### src/hw/pmf_pkg.sv
package pmf_pkg;

    // Register map of the mode block.
    localparam logic [7:0] PWR_CTRL_ADDR  = 8'h1b;
    localparam logic [7:0] PWR_CTRL_RESET = 8'h10;
    localparam int         INV_BIT        = 6;
    localparam int         DLY_LSB        = 4;
    localparam int         DLY_MSB        = 5;

    // Clock rates, and the slow tick derived from the reference clock.
    localparam int REF_CLK_HZ  = 20_000_000;
    localparam int SLOW_CLK_HZ = 32_768;
    localparam int TICK_DIV    = REF_CLK_HZ / SLOW_CLK_HZ;

    // Times in microseconds, converted to whole slow-clock periods, rounded up.
    localparam longint DBNC_SHORT_US  = 31_250;
    localparam longint DBNC_MID_US    = 125_000;
    localparam longint DBNC_LONG_US   = 750_000;
    localparam longint LONG_PRESS_US  = 4_000_000;
    localparam int DBNC_SHORT_TICKS = int'((DBNC_SHORT_US * SLOW_CLK_HZ + 999_999) / 1_000_000);
    localparam int DBNC_MID_TICKS   = int'((DBNC_MID_US * SLOW_CLK_HZ + 999_999) / 1_000_000);
    localparam int DBNC_LONG_TICKS  = int'((DBNC_LONG_US * SLOW_CLK_HZ + 999_999) / 1_000_000);
    localparam int LONG_PRESS_TICKS = int'((LONG_PRESS_US * SLOW_CLK_HZ + 999_999) / 1_000_000);

    // Slow-clock stages that qualify the low-power request.
    localparam int REQ_SYNC_TICKS = 3;

    // Counter width for the debounce and run-length slow-clock counts.
    localparam int CNT_W = 18;

    // Power modes, one-hot.
    typedef enum logic [4:0] {
        ST_BACKUP  = 5'b00001,
        ST_OFF     = 5'b00010,
        ST_ON      = 5'b00100,
        ST_SLEEP   = 5'b01000,
        ST_STANDBY = 5'b10000
    } pmf_state_t;

endpackage : pmf_pkg

### src/hw/pmf_power_mode_fsm.sv
`timescale 1ns/1ps
`default_nettype none

module pmf_power_mode_fsm #(
    parameter int NUM_REG          = 4,
    parameter int TICK_DIV         = pmf_pkg::TICK_DIV,
    parameter int DBNC_SHORT_TICKS = pmf_pkg::DBNC_SHORT_TICKS,
    parameter int DBNC_MID_TICKS   = pmf_pkg::DBNC_MID_TICKS,
    parameter int DBNC_LONG_TICKS  = pmf_pkg::DBNC_LONG_TICKS,
    parameter int LONG_PRESS_TICKS = pmf_pkg::LONG_PRESS_TICKS
) (
    input  wire logic               ref_clk_in,
    input  wire logic               rst_in,
    input  wire logic               power_key_in,
    input  wire logic               lowpower_request_in,
    input  wire logic               vin_above_rise_in,
    input  wire logic               vin_below_fall_in,
    input  wire logic               thermal_shutdown_in,
    input  wire logic               key_style_select_in,
    input  wire logic               long_press_off_enable_in,
    input  wire logic [1:0]         key_debounce_select_in,
    input  wire logic [NUM_REG-1:0] regulator_sleep_keep_in,
    input  wire logic               irq_request_in,
    input  wire logic               reg_write_in,
    input  wire logic               reg_read_in,
    input  wire logic [7:0]         reg_addr_in,
    input  wire logic [7:0]         reg_wdata_in,
    input  wire logic               key_event_clear_in,
    output logic [4:0]              mode_out,
    output logic                    host_reset_out_n,
    output logic                    irq_out_n,
    output logic                    key_event_flag_out,
    output logic                    key_level_sense_out,
    output logic [NUM_REG-1:0]      regulator_enable_out,
    output logic                    sleep_setpoint_select_out,
    output logic                    standby_setting_select_out,
    output logic                    startup_sequence_out,
    output logic                    standby_mirror_load_out,
    output logic [7:0]              reg_rdata_out,
    output logic                    reg_ack_out,
    output logic                    reg_nack_out
);

    localparam int CW = pmf_pkg::CNT_W;

    // Refuse settings the counters cannot hold.
    initial begin
        if (TICK_DIV < 2 || TICK_DIV > 1023 || NUM_REG < 1 ||
            LONG_PRESS_TICKS >= (1 << CW) || DBNC_LONG_TICKS >= (1 << CW) ||
            DBNC_SHORT_TICKS < 1 || DBNC_MID_TICKS < 1 || LONG_PRESS_TICKS < 1) begin
            $error("pmf_power_mode_fsm: unsupported parameter values");
        end
    end

    pmf_pkg::pmf_state_t state_reg;
    pmf_pkg::pmf_state_t state_next;
    logic [4:0]          sync1_reg;
    logic [4:0]          sync2_reg;
    logic [9:0]          tick_cnt_reg;
    logic                tick_reg;
    logic [7:0]          pwr_ctrl_reg;
    logic                vin_ok_reg;
    logic                key_s;
    logic                therm_s;
    logic                kdb_reg;
    logic                kdb_init_reg;
    logic [CW-1:0]       dbnc_cnt_reg;
    logic [CW-1:0]       run_cnt_reg;
    logic                key_last_reg;
    logic                pb_armed_reg;
    logic [2:0]          req_sh_reg;
    logic                std_q_reg;
    logic [1:0]          dly_cnt_reg;
    logic                first_up_reg;
    logic                kdb_event;
    logic [CW-1:0]       dbnc_thr;
    logic [CW-1:0]       on_thr;
    logic                turn_on;
    logic                long_press;
    logic                key_off_req;
    logic                any_keep;
    logic                active_next;

    // Two-stage synchronisers for the key and low-power request pins and every comparator input.
    // They keep sampling through reset, so the key level is real when reset ends.
    // A reset value here would differ from a key idling high and fake an edge.
    always_ff @(posedge ref_clk_in) begin
        sync1_reg <= {thermal_shutdown_in, vin_below_fall_in, vin_above_rise_in,
                      lowpower_request_in, power_key_in};
        sync2_reg <= sync1_reg;
    end

    assign key_s   = sync2_reg[0];
    assign therm_s = sync2_reg[4];

    // slow tick
    // Deriving the tick from the reference clock keeps one clock domain at a small rate error.
    always_ff @(posedge ref_clk_in) begin
        if (rst_in) begin
            tick_cnt_reg <= 10'h000;
            tick_reg     <= 1'b0;
        end else if (tick_cnt_reg == 10'(TICK_DIV - 1)) begin
            tick_cnt_reg <= 10'h000;
            tick_reg     <= 1'b1;
        end else begin
            tick_cnt_reg <= tick_cnt_reg + 10'h001;
            tick_reg     <= 1'b0;
        end
    end

    // power-up gate
    // Valid only above the rising threshold, invalid again only below the falling one.
    always_ff @(posedge ref_clk_in) begin
        if (rst_in) begin
            vin_ok_reg <= 1'b0;
        end else if (sync2_reg[3]) begin
            vin_ok_reg <= 1'b0;
        end else if (sync2_reg[2]) begin
            vin_ok_reg <= 1'b1;
        end
    end

    always_comb begin
        unique case (key_debounce_select_in)
            2'b00: on_thr = '0;
            2'b01: on_thr = CW'(DBNC_SHORT_TICKS);
            2'b10: on_thr = CW'(DBNC_MID_TICKS);
            2'b11: on_thr = CW'(DBNC_LONG_TICKS);
        endcase
        if (key_s) begin
            dbnc_thr = CW'(DBNC_SHORT_TICKS);
        end else if (key_debounce_select_in[1]) begin
            dbnc_thr = on_thr;
        end else begin
            dbnc_thr = CW'(DBNC_SHORT_TICKS);
        end
    end

    // key debounce
    // The debounced level is loaded once after reset so that reset raises no edge.
    always_ff @(posedge ref_clk_in) begin
        if (rst_in) begin
            kdb_reg      <= 1'b0;
            kdb_init_reg <= 1'b0;
            dbnc_cnt_reg <= '0;
        end else if (!kdb_init_reg) begin
            kdb_reg      <= key_s;
            kdb_init_reg <= 1'b1;
        end else if (key_s == kdb_reg) begin
            dbnc_cnt_reg <= '0;
        end else if (tick_reg) begin
            if (dbnc_cnt_reg + CW'(1) >= dbnc_thr) begin
                kdb_reg      <= key_s;
                dbnc_cnt_reg <= '0;
            end else begin
                dbnc_cnt_reg <= dbnc_cnt_reg + CW'(1);
            end
        end
    end

    assign kdb_event = kdb_init_reg && (key_s != kdb_reg) && tick_reg &&
                       (dbnc_cnt_reg + CW'(1) >= dbnc_thr);

    // Run length of the present key level, saturating at the long-press time.
    always_ff @(posedge ref_clk_in) begin
        if (rst_in) begin
            run_cnt_reg  <= '0;
            key_last_reg <= 1'b0;
        end else begin
            key_last_reg <= key_s;
            if (key_s != key_last_reg) begin
                run_cnt_reg <= '0;
            end else if (tick_reg && run_cnt_reg < CW'(LONG_PRESS_TICKS)) begin
                run_cnt_reg <= run_cnt_reg + CW'(1);
            end
        end
    end

    // pushbutton arming
    // A press is used once; the key must be seen released before it can turn on again.
    always_ff @(posedge ref_clk_in) begin
        if (rst_in) begin
            pb_armed_reg <= 1'b0;
        end else if (key_s) begin
            pb_armed_reg <= 1'b1;
        end else if (turn_on && key_style_select_in) begin
            pb_armed_reg <= 1'b0;
        end
    end

    // key before input
    // A level key already high simply waits in backup until the input becomes valid.
    assign turn_on = vin_ok_reg && !therm_s && (run_cnt_reg >= on_thr) &&
                     (key_style_select_in ? (!key_s && pb_armed_reg) : key_s);

    assign long_press = key_style_select_in && long_press_off_enable_in && !key_s &&
                        (run_cnt_reg >= CW'(LONG_PRESS_TICKS));

    assign key_off_req = key_style_select_in ? long_press : !key_s;
    assign any_keep    = |regulator_sleep_keep_in;

    // request sync
    // Three slow-clock stages after the pin synchroniser qualify the request.
    always_ff @(posedge ref_clk_in) begin
        if (rst_in) begin
            req_sh_reg <= 3'h0;
        end else if (tick_reg) begin
            req_sh_reg <= {req_sh_reg[1:0], sync2_reg[1] ^ pwr_ctrl_reg[pmf_pkg::INV_BIT]};
        end
    end

    // entry delay
    // The delay holds off entry only; a dropped request is followed at the next tick.
    always_ff @(posedge ref_clk_in) begin
        if (rst_in) begin
            std_q_reg   <= 1'b0;
            dly_cnt_reg <= 2'h0;
        end else if (tick_reg) begin
            if (!req_sh_reg[2]) begin
                std_q_reg   <= 1'b0;
                dly_cnt_reg <= 2'h0;
            end else if (!std_q_reg) begin
                if (dly_cnt_reg == pwr_ctrl_reg[pmf_pkg::DLY_MSB:pmf_pkg::DLY_LSB]) begin
                    std_q_reg   <= 1'b1;
                    dly_cnt_reg <= 2'h0;
                end else begin
                    dly_cnt_reg <= dly_cnt_reg + 2'h1;
                end
            end
        end
    end

    // Next power mode.
    always_comb begin
        state_next = state_reg;
        unique case (state_reg)
            pmf_pkg::ST_BACKUP: begin
                if (vin_ok_reg) begin
                    state_next = pmf_pkg::ST_OFF;
                end
            end
            pmf_pkg::ST_OFF: begin
                if (!vin_ok_reg) begin
                    state_next = pmf_pkg::ST_BACKUP;
                end else if (turn_on) begin
                    state_next = pmf_pkg::ST_ON;
                end
            end
            pmf_pkg::ST_ON, pmf_pkg::ST_STANDBY: begin
                if (!vin_ok_reg) begin
                    state_next = pmf_pkg::ST_BACKUP;
                end else if (therm_s) begin
                    state_next = pmf_pkg::ST_OFF;
                end else if (key_off_req) begin
                    state_next = any_keep ? pmf_pkg::ST_SLEEP : pmf_pkg::ST_OFF;
                end else if (state_reg == pmf_pkg::ST_ON && std_q_reg) begin
                    state_next = pmf_pkg::ST_STANDBY;
                end else if (state_reg == pmf_pkg::ST_STANDBY && !std_q_reg) begin
                    state_next = pmf_pkg::ST_ON;
                end
            end
            pmf_pkg::ST_SLEEP: begin
                if (!vin_ok_reg) begin
                    state_next = pmf_pkg::ST_BACKUP;
                end else if (therm_s || long_press) begin
                    state_next = pmf_pkg::ST_OFF;
                end else if (turn_on) begin
                    state_next = pmf_pkg::ST_ON;
                end
            end
            default: state_next = pmf_pkg::ST_BACKUP;
        endcase
    end

    // full reset
    // Reset is the backup-supply loss; the machine restarts as if only the cell remains.
    always_ff @(posedge ref_clk_in) begin
        if (rst_in) begin
            state_reg <= pmf_pkg::ST_BACKUP;
        end else begin
            state_reg <= state_next;
        end
    end

    assign active_next = state_next == pmf_pkg::ST_ON || state_next == pmf_pkg::ST_SLEEP ||
                         state_next == pmf_pkg::ST_STANDBY;

    // sleep interrupts
    // Outputs are computed from the next mode so that they flip together with it.
    always_ff @(posedge ref_clk_in) begin
        if (rst_in) begin
            host_reset_out_n <= 1'b0;
            irq_out_n        <= 1'b1;
        end else begin
            host_reset_out_n <= state_next == pmf_pkg::ST_ON ||
                                state_next == pmf_pkg::ST_STANDBY;
            irq_out_n        <= !(irq_request_in && active_next);
        end
    end

    always_ff @(posedge ref_clk_in) begin
        if (rst_in) begin
            regulator_enable_out       <= '0;
            sleep_setpoint_select_out  <= 1'b0;
            standby_setting_select_out <= 1'b0;
            startup_sequence_out       <= 1'b0;
        end else begin
            if (state_next == pmf_pkg::ST_ON || state_next == pmf_pkg::ST_STANDBY) begin
                regulator_enable_out <= '1;
            end else if (state_next == pmf_pkg::ST_SLEEP) begin
                regulator_enable_out <= regulator_sleep_keep_in;
            end else begin
                regulator_enable_out <= '0;
            end
            sleep_setpoint_select_out  <= state_next == pmf_pkg::ST_SLEEP;
            standby_setting_select_out <= state_next == pmf_pkg::ST_STANDBY;
            startup_sequence_out       <= state_reg == pmf_pkg::ST_OFF &&
                                          state_next == pmf_pkg::ST_ON;
        end
    end

    always_ff @(posedge ref_clk_in) begin
        if (rst_in) begin
            first_up_reg            <= 1'b1;
            standby_mirror_load_out <= 1'b0;
        end else begin
            standby_mirror_load_out <= first_up_reg && state_next == pmf_pkg::ST_ON;
            if (state_next == pmf_pkg::ST_ON) begin
                first_up_reg <= 1'b0;
            end
        end
    end

    // flags on turn-on
    // Setting wins over clearing so no edge is lost in the clearing cycle.
    always_ff @(posedge ref_clk_in) begin
        if (rst_in) begin
            key_event_flag_out <= 1'b0;
        // Leaving standby is not a turn-on, so only off and sleep exits raise the flag.
        end else if (kdb_event || (turn_on && state_next == pmf_pkg::ST_ON &&
                                   (state_reg == pmf_pkg::ST_OFF ||
                                    state_reg == pmf_pkg::ST_SLEEP))) begin
            key_event_flag_out <= 1'b1;
        end else if (key_event_clear_in || state_reg == pmf_pkg::ST_OFF) begin
            key_event_flag_out <= 1'b0;
        end
    end

    // raw key sense
    // The sense bit tracks the pin even in reset, so it is right from the first edge.
    always_ff @(posedge ref_clk_in) begin
        key_level_sense_out <= key_s;
    end

    // access refusal
    // Other addresses belong to other register blocks and get no answer here, except in backup, where every access is refused.
    always_ff @(posedge ref_clk_in) begin
        if (rst_in) begin
            pwr_ctrl_reg  <= pmf_pkg::PWR_CTRL_RESET;
            reg_rdata_out <= 8'h00;
            reg_ack_out   <= 1'b0;
            reg_nack_out  <= 1'b0;
        end else begin
            reg_ack_out  <= 1'b0;
            reg_nack_out <= 1'b0;
            if (reg_write_in || reg_read_in) begin
                if (state_reg == pmf_pkg::ST_BACKUP) begin
                    reg_nack_out <= 1'b1;
                end else if (reg_addr_in == pmf_pkg::PWR_CTRL_ADDR) begin
                    reg_ack_out <= 1'b1;
                    if (reg_write_in) begin
                        pwr_ctrl_reg <= reg_wdata_in;
                    end else begin
                        reg_rdata_out <= pwr_ctrl_reg;
                    end
                end
            end
        end
    end

    assign mode_out = state_reg;
endmodule : pmf_power_mode_fsm

`default_nettype wire

### config.mk
export PLATFORM = sky130hd
export DESIGN_NAME = pmf_power_mode_fsm
export DESIGN_NICKNAME = d
export VERILOG_FILES = /design/src/hw/pmf_pkg.sv /design/src/hw/pmf_power_mode_fsm.sv
export SDC_FILE = /design/constraint.sdc
export NUM_CORES = 1
export LEC_CHECK = 0
export BUFFER_PORTS_ARGS = -buffer_cell sky130_fd_sc_hd__clkbuf_2
export CAP_MARGIN = 20
export CORE_MARGIN = 1.5
export CORE_UTILIZATION = 50
export DETAILED_ROUTE_END_ITERATION = 10
export PLACE_DENSITY = 0.81
export SKIP_CTS_REPAIR_TIMING = 1
export SLEW_MARGIN = 20
export SYNTH_ARGS = -nofsm -noshare
export SYNTH_HDL_FRONTEND = slang
export SYNTH_SLANG_ARGS = --single-unit
export TNS_END_PERCENT = 30
### constraint.sdc
create_clock -name ref_clk_in -period 6 [get_ports ref_clk_in]
set_input_delay 1.2 -clock ref_clk_in [delete_from_list [all_inputs] [get_ports ref_clk_in]]
set_output_delay 1.2 -clock ref_clk_in [all_outputs]
set_load 0.05 [all_outputs]
Word level (Yosys, flattened, before mapping). Cells that the tools add are included.

Word-level logic and storage cells: 149. Bits in registers: 104.

Bitwise gates (word level): 4. Equality and inequality tests: 21. $add $sub $neg: 4. Order comparisons: 4. Reductions and logical operators: 47. Multiplexer cells: 40.

Operator list (number): 18-bit 2-to-1 mux (5); 18-bit one-hot mux with 4 select lines (1); 5-bit 2-to-1 mux (10); 18-bit by 1-bit adder with 18-bit output, second input constant (2); 18-bit >= comparator (2); 5-bit one-hot mux with 4 select lines (1); 1-bit logical AND (19); 18-bit >= comparator, second input constant (1); 18-bit less-than comparator, second input constant (1); 1-bit 2-to-1 mux (17); 4-bit 2-to-1 mux (3); 10-bit by 1-bit adder with 10-bit output, second input constant (1); 10-bit == test, second input constant (1); 5-bit by 3-bit == test with 1-bit output, second input constant (2); 5-bit by 4-bit == test with 1-bit output, second input constant (2); 5-bit == test, second input constant (2); 2-bit OR reduction (5); 8-bit by 5-bit == test with 1-bit output, second input constant (1); 1-bit logical OR (8); 4-bit AND reduction (2); 2-bit 2-to-1 mux (3); 2-bit inequality test, second input constant (3); 2-bit nonzero test (3); 5-bit by 1-bit == test with 1-bit output, second input constant (1); other kinds (16) (24).

Depth between registers and ports, before layout.
Depth in word-level cells: 14. Mapped depth: 13.

Worst setup path after synthesis. OpenSTA, ideal clock, no wires.

Path type: in2reg. Start: in key_debounce_select_in[1]. End: reg dbnc_cnt_reg[6]. Path buffers: 0. Data arrival time: 3.177 ns. Stages: 9. Path slack: 2.749 ns. Data required time: 5.926 ns. Cells stage by stage: nand2b_1 -> or2_2 -> ha_1 -> o21a_1 -> o21ai_0 -> a211oi_1 -> a32o_1 -> or4_1 -> a31oi_1.

Longest elaborated chain between the ends: 8. Elaborated cells between the ends (all ways): 11. Classes of those cells: order compare (1); eq/ne (3); mux (6); reduce/logical (1).

Ends and longest elaborated chain: start: declaration (RTL line pmf_power_mode_fsm.sv:21) `input wire logic [1:0] key_debounce_select_in,`; 2-bit == test, or another cell as far along (RTL line pmf_power_mode_fsm.sv:124) `unique case (key_debounce_select_in)`; 18-bit one-hot mux with 4 select lines (RTL line pmf_power_mode_fsm.sv:124); 18-bit 2-to-1 mux * (RTL line pmf_power_mode_fsm.sv:132) `end else if (key_debounce_select_in[1]) begin`; 18-bit 2-to-1 mux * (RTL line pmf_power_mode_fsm.sv:130) `if (key_s) begin`; 18-bit >= comparator * (RTL line pmf_power_mode_fsm.sv:152) `if (dbnc_cnt_reg + CW'(1) >= dbnc_thr) begin`; 18-bit 2-to-1 mux * (RTL line pmf_power_mode_fsm.sv:152); 18-bit 2-to-1 mux * (RTL line pmf_power_mode_fsm.sv:151) `end else if (tick_reg) begin`; 18-bit 2-to-1 mux * (RTL line pmf_power_mode_fsm.sv:149) `end else if (key_s == kdb_reg) begin`; end signal: assignment (RTL line pmf_power_mode_fsm.sv:156) `dbnc_cnt_reg <= dbnc_cnt_reg + CW'(1);`; end: declaration (RTL line pmf_power_mode_fsm.sv:67) `logic [CW-1:0] dbnc_cnt_reg;`.

Every way passes the cells marked *; elsewhere a longest branch is shown, timed or not. The select of a mux whose other input is x is not followed. A chain may end at the register's enable or synchronous reset.

Worst setup path after layout.
Start: reg dbnc_cnt_reg[0]. End: reg dbnc_cnt_reg[6].

Longest elaborated chain between the ends: 5.

Ends and longest elaborated chain (RTL line): 18-bit by 1-bit adder with 18-bit output * (pmf_power_mode_fsm.sv:152, pmf_power_mode_fsm.sv:156); 18-bit >= comparator (pmf_power_mode_fsm.sv:152); 18-bit 2-to-1 mux * (pmf_power_mode_fsm.sv:152); 18-bit 2-to-1 mux * (pmf_power_mode_fsm.sv:151); 18-bit 2-to-1 mux * (pmf_power_mode_fsm.sv:149).

Marked as above.

==> metrics.txt <==
share of post-route cells with drive strength above 1 15.28%; Synth Net Count 588; worst hold path endpoint sync2_reg[1]; f_max 265.8 MHz; worst setup margin 2.237 ns; Worst Max-Slew Pin Slew 0.9342 ns; FF-to-FF setup slack 2.24 ns; DIE WIDTH 101.0 um; top_reg_cell synth dfxtp_1; overall power 0.001240 W; Synth async-reset ratio 0%; core box area 9284 um^2; Reg2Reg Depth 11; most frequent CP cell ha_1; most instantiated library cell after synthesis dfxtp_1; die height 101.0 um; total I/O pin count 62; HP Start sync1_reg[1]; syn avg cell area 8.916 um^2; initial core utilization 51.77%; skew final 0.01045 ns; largest net degree at the start of global routing 45; total power per unit cell area 232.9 nW/um^2; Crit Path Class reg2reg; clock buffer depth 2; final core occ 57.33%; CTS clk-pin slew, worst paths 0.09 ns; final worst-path cycle share 62.71%; outcome finished, final reports clean; First-pass DRT Iterations 5; CTS root buffer clkbuf_8; clock sink count 104; floorplan die area 10210 um^2; DRC violations left 0; crit path capture type register; initial antenna violation count 0; DRT antenna net count 0; GRT Residual Overflow 0; final setup fails 0; H-tree Lvls 3; cts bufs inserted 9; Hold Vio Cnt, Final 0; Worst Hold Depth 0; Hold Crit Class reg2reg; RePlAce Congestion 0.9007; Pleak 2.139 nW; post-route minimum period 3.763 ns; synthesized cell area 4806 um^2; CP cell instances ha_1 > nand3_1 > nor4_1 > xor2_1 > ha_1 > o21a_1 > o21ai_0 > a211oi_1 > a32o_1 > or4_1 > a31oi_1; setup TNS 0 ns; DR vias/cell 5.648; r2r startpoint dbnc_cnt_reg[0]; post-synthesis cell type count 57; DR vias 4055; startpoint types register; Slowest cell on crit path dfxtp_1; Max stage delay on crit path 0.49 ns; Worst-Skew Late Latency 0.36 ns; worst path required time 6.27 ns; EDFF count, synth 0; synth top area cells dfxtp_1 (43%), nor2_1 (5.5%), xor2_1 (4.0%), mux2i_1 (3.7%), nand2_1 (3.7%); vias in the first global route 3738; WP data arrival 4.03 ns; Worst R2R End dbnc_cnt_reg[6]; most frequent cells after synthesis dfxtp_1 (104), nor2_1 (70), nand2_1 (47); Max Cap Violations 0; Iter 0 DRT Violations 276; #FFs+latches synth 104; Cells after Synth 539; TritonCTS clock tree done; max_slew headroom 37.72%; RSZ-0062 raised after global routing false; I/O Buffers 61; first-pass GRT wire length 17.39 mm; # rows 35; Synth top area share 43.32%; worst hold margin 0.3334 ns; DP Worst Slack 2.011 ns; Ys Warns 0; Nets 634; VDD IR max 0.1774 mV; sequential-to-total area share from yosys stat 43.32%; Area Overhead vs Synth 10.75%; GRT Util Overall 21.23%; Ant. Diodes 0; Max Slew Vio Count 0; DR WL/cell 14.39 um; Final HPWL DP 7.416 mm; Routed WL 10.33 mm; Yosys top cell by area dfxtp_1; critical path fanouts, max 8
-- cells by family after synthesis --
logic type	Yosys count	synth area share (%)
mux	18	3.749
compound gates	81	11.09
xor+xnor	36	6.561
simple gates	244	26.71
flops	104	43.32
buf+inv	42	4.920
fa+ha+maj	14	3.645
-- worst max-delay path, delay by kind of cell, from the launching register on --
family / cells / cell delay [ns]
AND/OR/NAND/NOR: 3 / 1.18
AO/OA/AOI/OAI: 5 / 1.11
adder cells (fa/ha/maj): 2 / 0.63
flip-flops: 1 / 0.49
XOR/XNOR: 1 / 0.27
-- area by class of cell --
| class | instances | area, um^2 |
|---|---|---|
| fillers | 843 | 3961 |
| multi-input cells | 393 | 2492 |
| flip-flops and latches | 104 | 2082 |
| repair buffers | 62 | 312.8 |
| well taps | 129 | 161.4 |
| clock buffers | 11 | 141.4 |
| clock inverters | 4 | 76.32 |
| inverters | 15 | 56.30 |
-- routing by layer --
layer | GRT usage (%) | up-vias | part of all wire [%]
met5 | 0 | - | 0
met4 | 6.303 | 0 | 1.3
met3 | 4.993 | 14 | 6.3
met2 | 34.74 | 139 | 47
met1 | 27.90 | 1902 | 45
li1 | - | 2000 | -
-- where the power goes --
group | total [W] | switching, W | internal, W
registers | 0.000706 | 0.00000757 | 0.000699
clock network | 0.000472 | 0.000226 | 0.000246
logic | 0.0000615 | 0.0000391 | 0.0000225
total | 0.00124 | 0.000273 | 0.000967
-- through the flow --
stage,instances,area (um^2)
2_1_floorplan,539,4806
3_3_place_gp,703,5100
3_5_place_dp,703,5100
4_1_cts,718,5318
5_1_grt,718,5323
6_report,718,5323
-- cells in the final DEF, fill, tap and decap left out, types with 15 or more instances in the layout --
cell / n
a21oi_1: 19
a31oi_1: 15
clkbuf_2: 61
dfxtp_1: 104
inv_1: 15
mux2i_1: 18
nand2_1: 47
nand3_1: 22
nand4_1: 17
nor2_1: 70
xor2_1: 22
-- worst max path at each step --
| stage | slack (ns) | start | end |
|---|---|---|---|
| after CTS | 1.96 | dbnc_cnt_reg[0] | dbnc_cnt_reg[5] |
| final | 2.24 | dbnc_cnt_reg[0] | dbnc_cnt_reg[6] |
| after global routing | 1.94 | dbnc_cnt_reg[0] | dbnc_cnt_reg[2] |
| after floorplan | 2.75 | key_debounce_select_in[1] | dbnc_cnt_reg[6] |
| after detailed placement | 2.01 | dbnc_cnt_reg[0] | dbnc_cnt_reg[5] |
| after global placement | 2.18 | key_debounce_select_in[1] | dbnc_cnt_reg[5] |
Power figures use the tool's default switching activity.
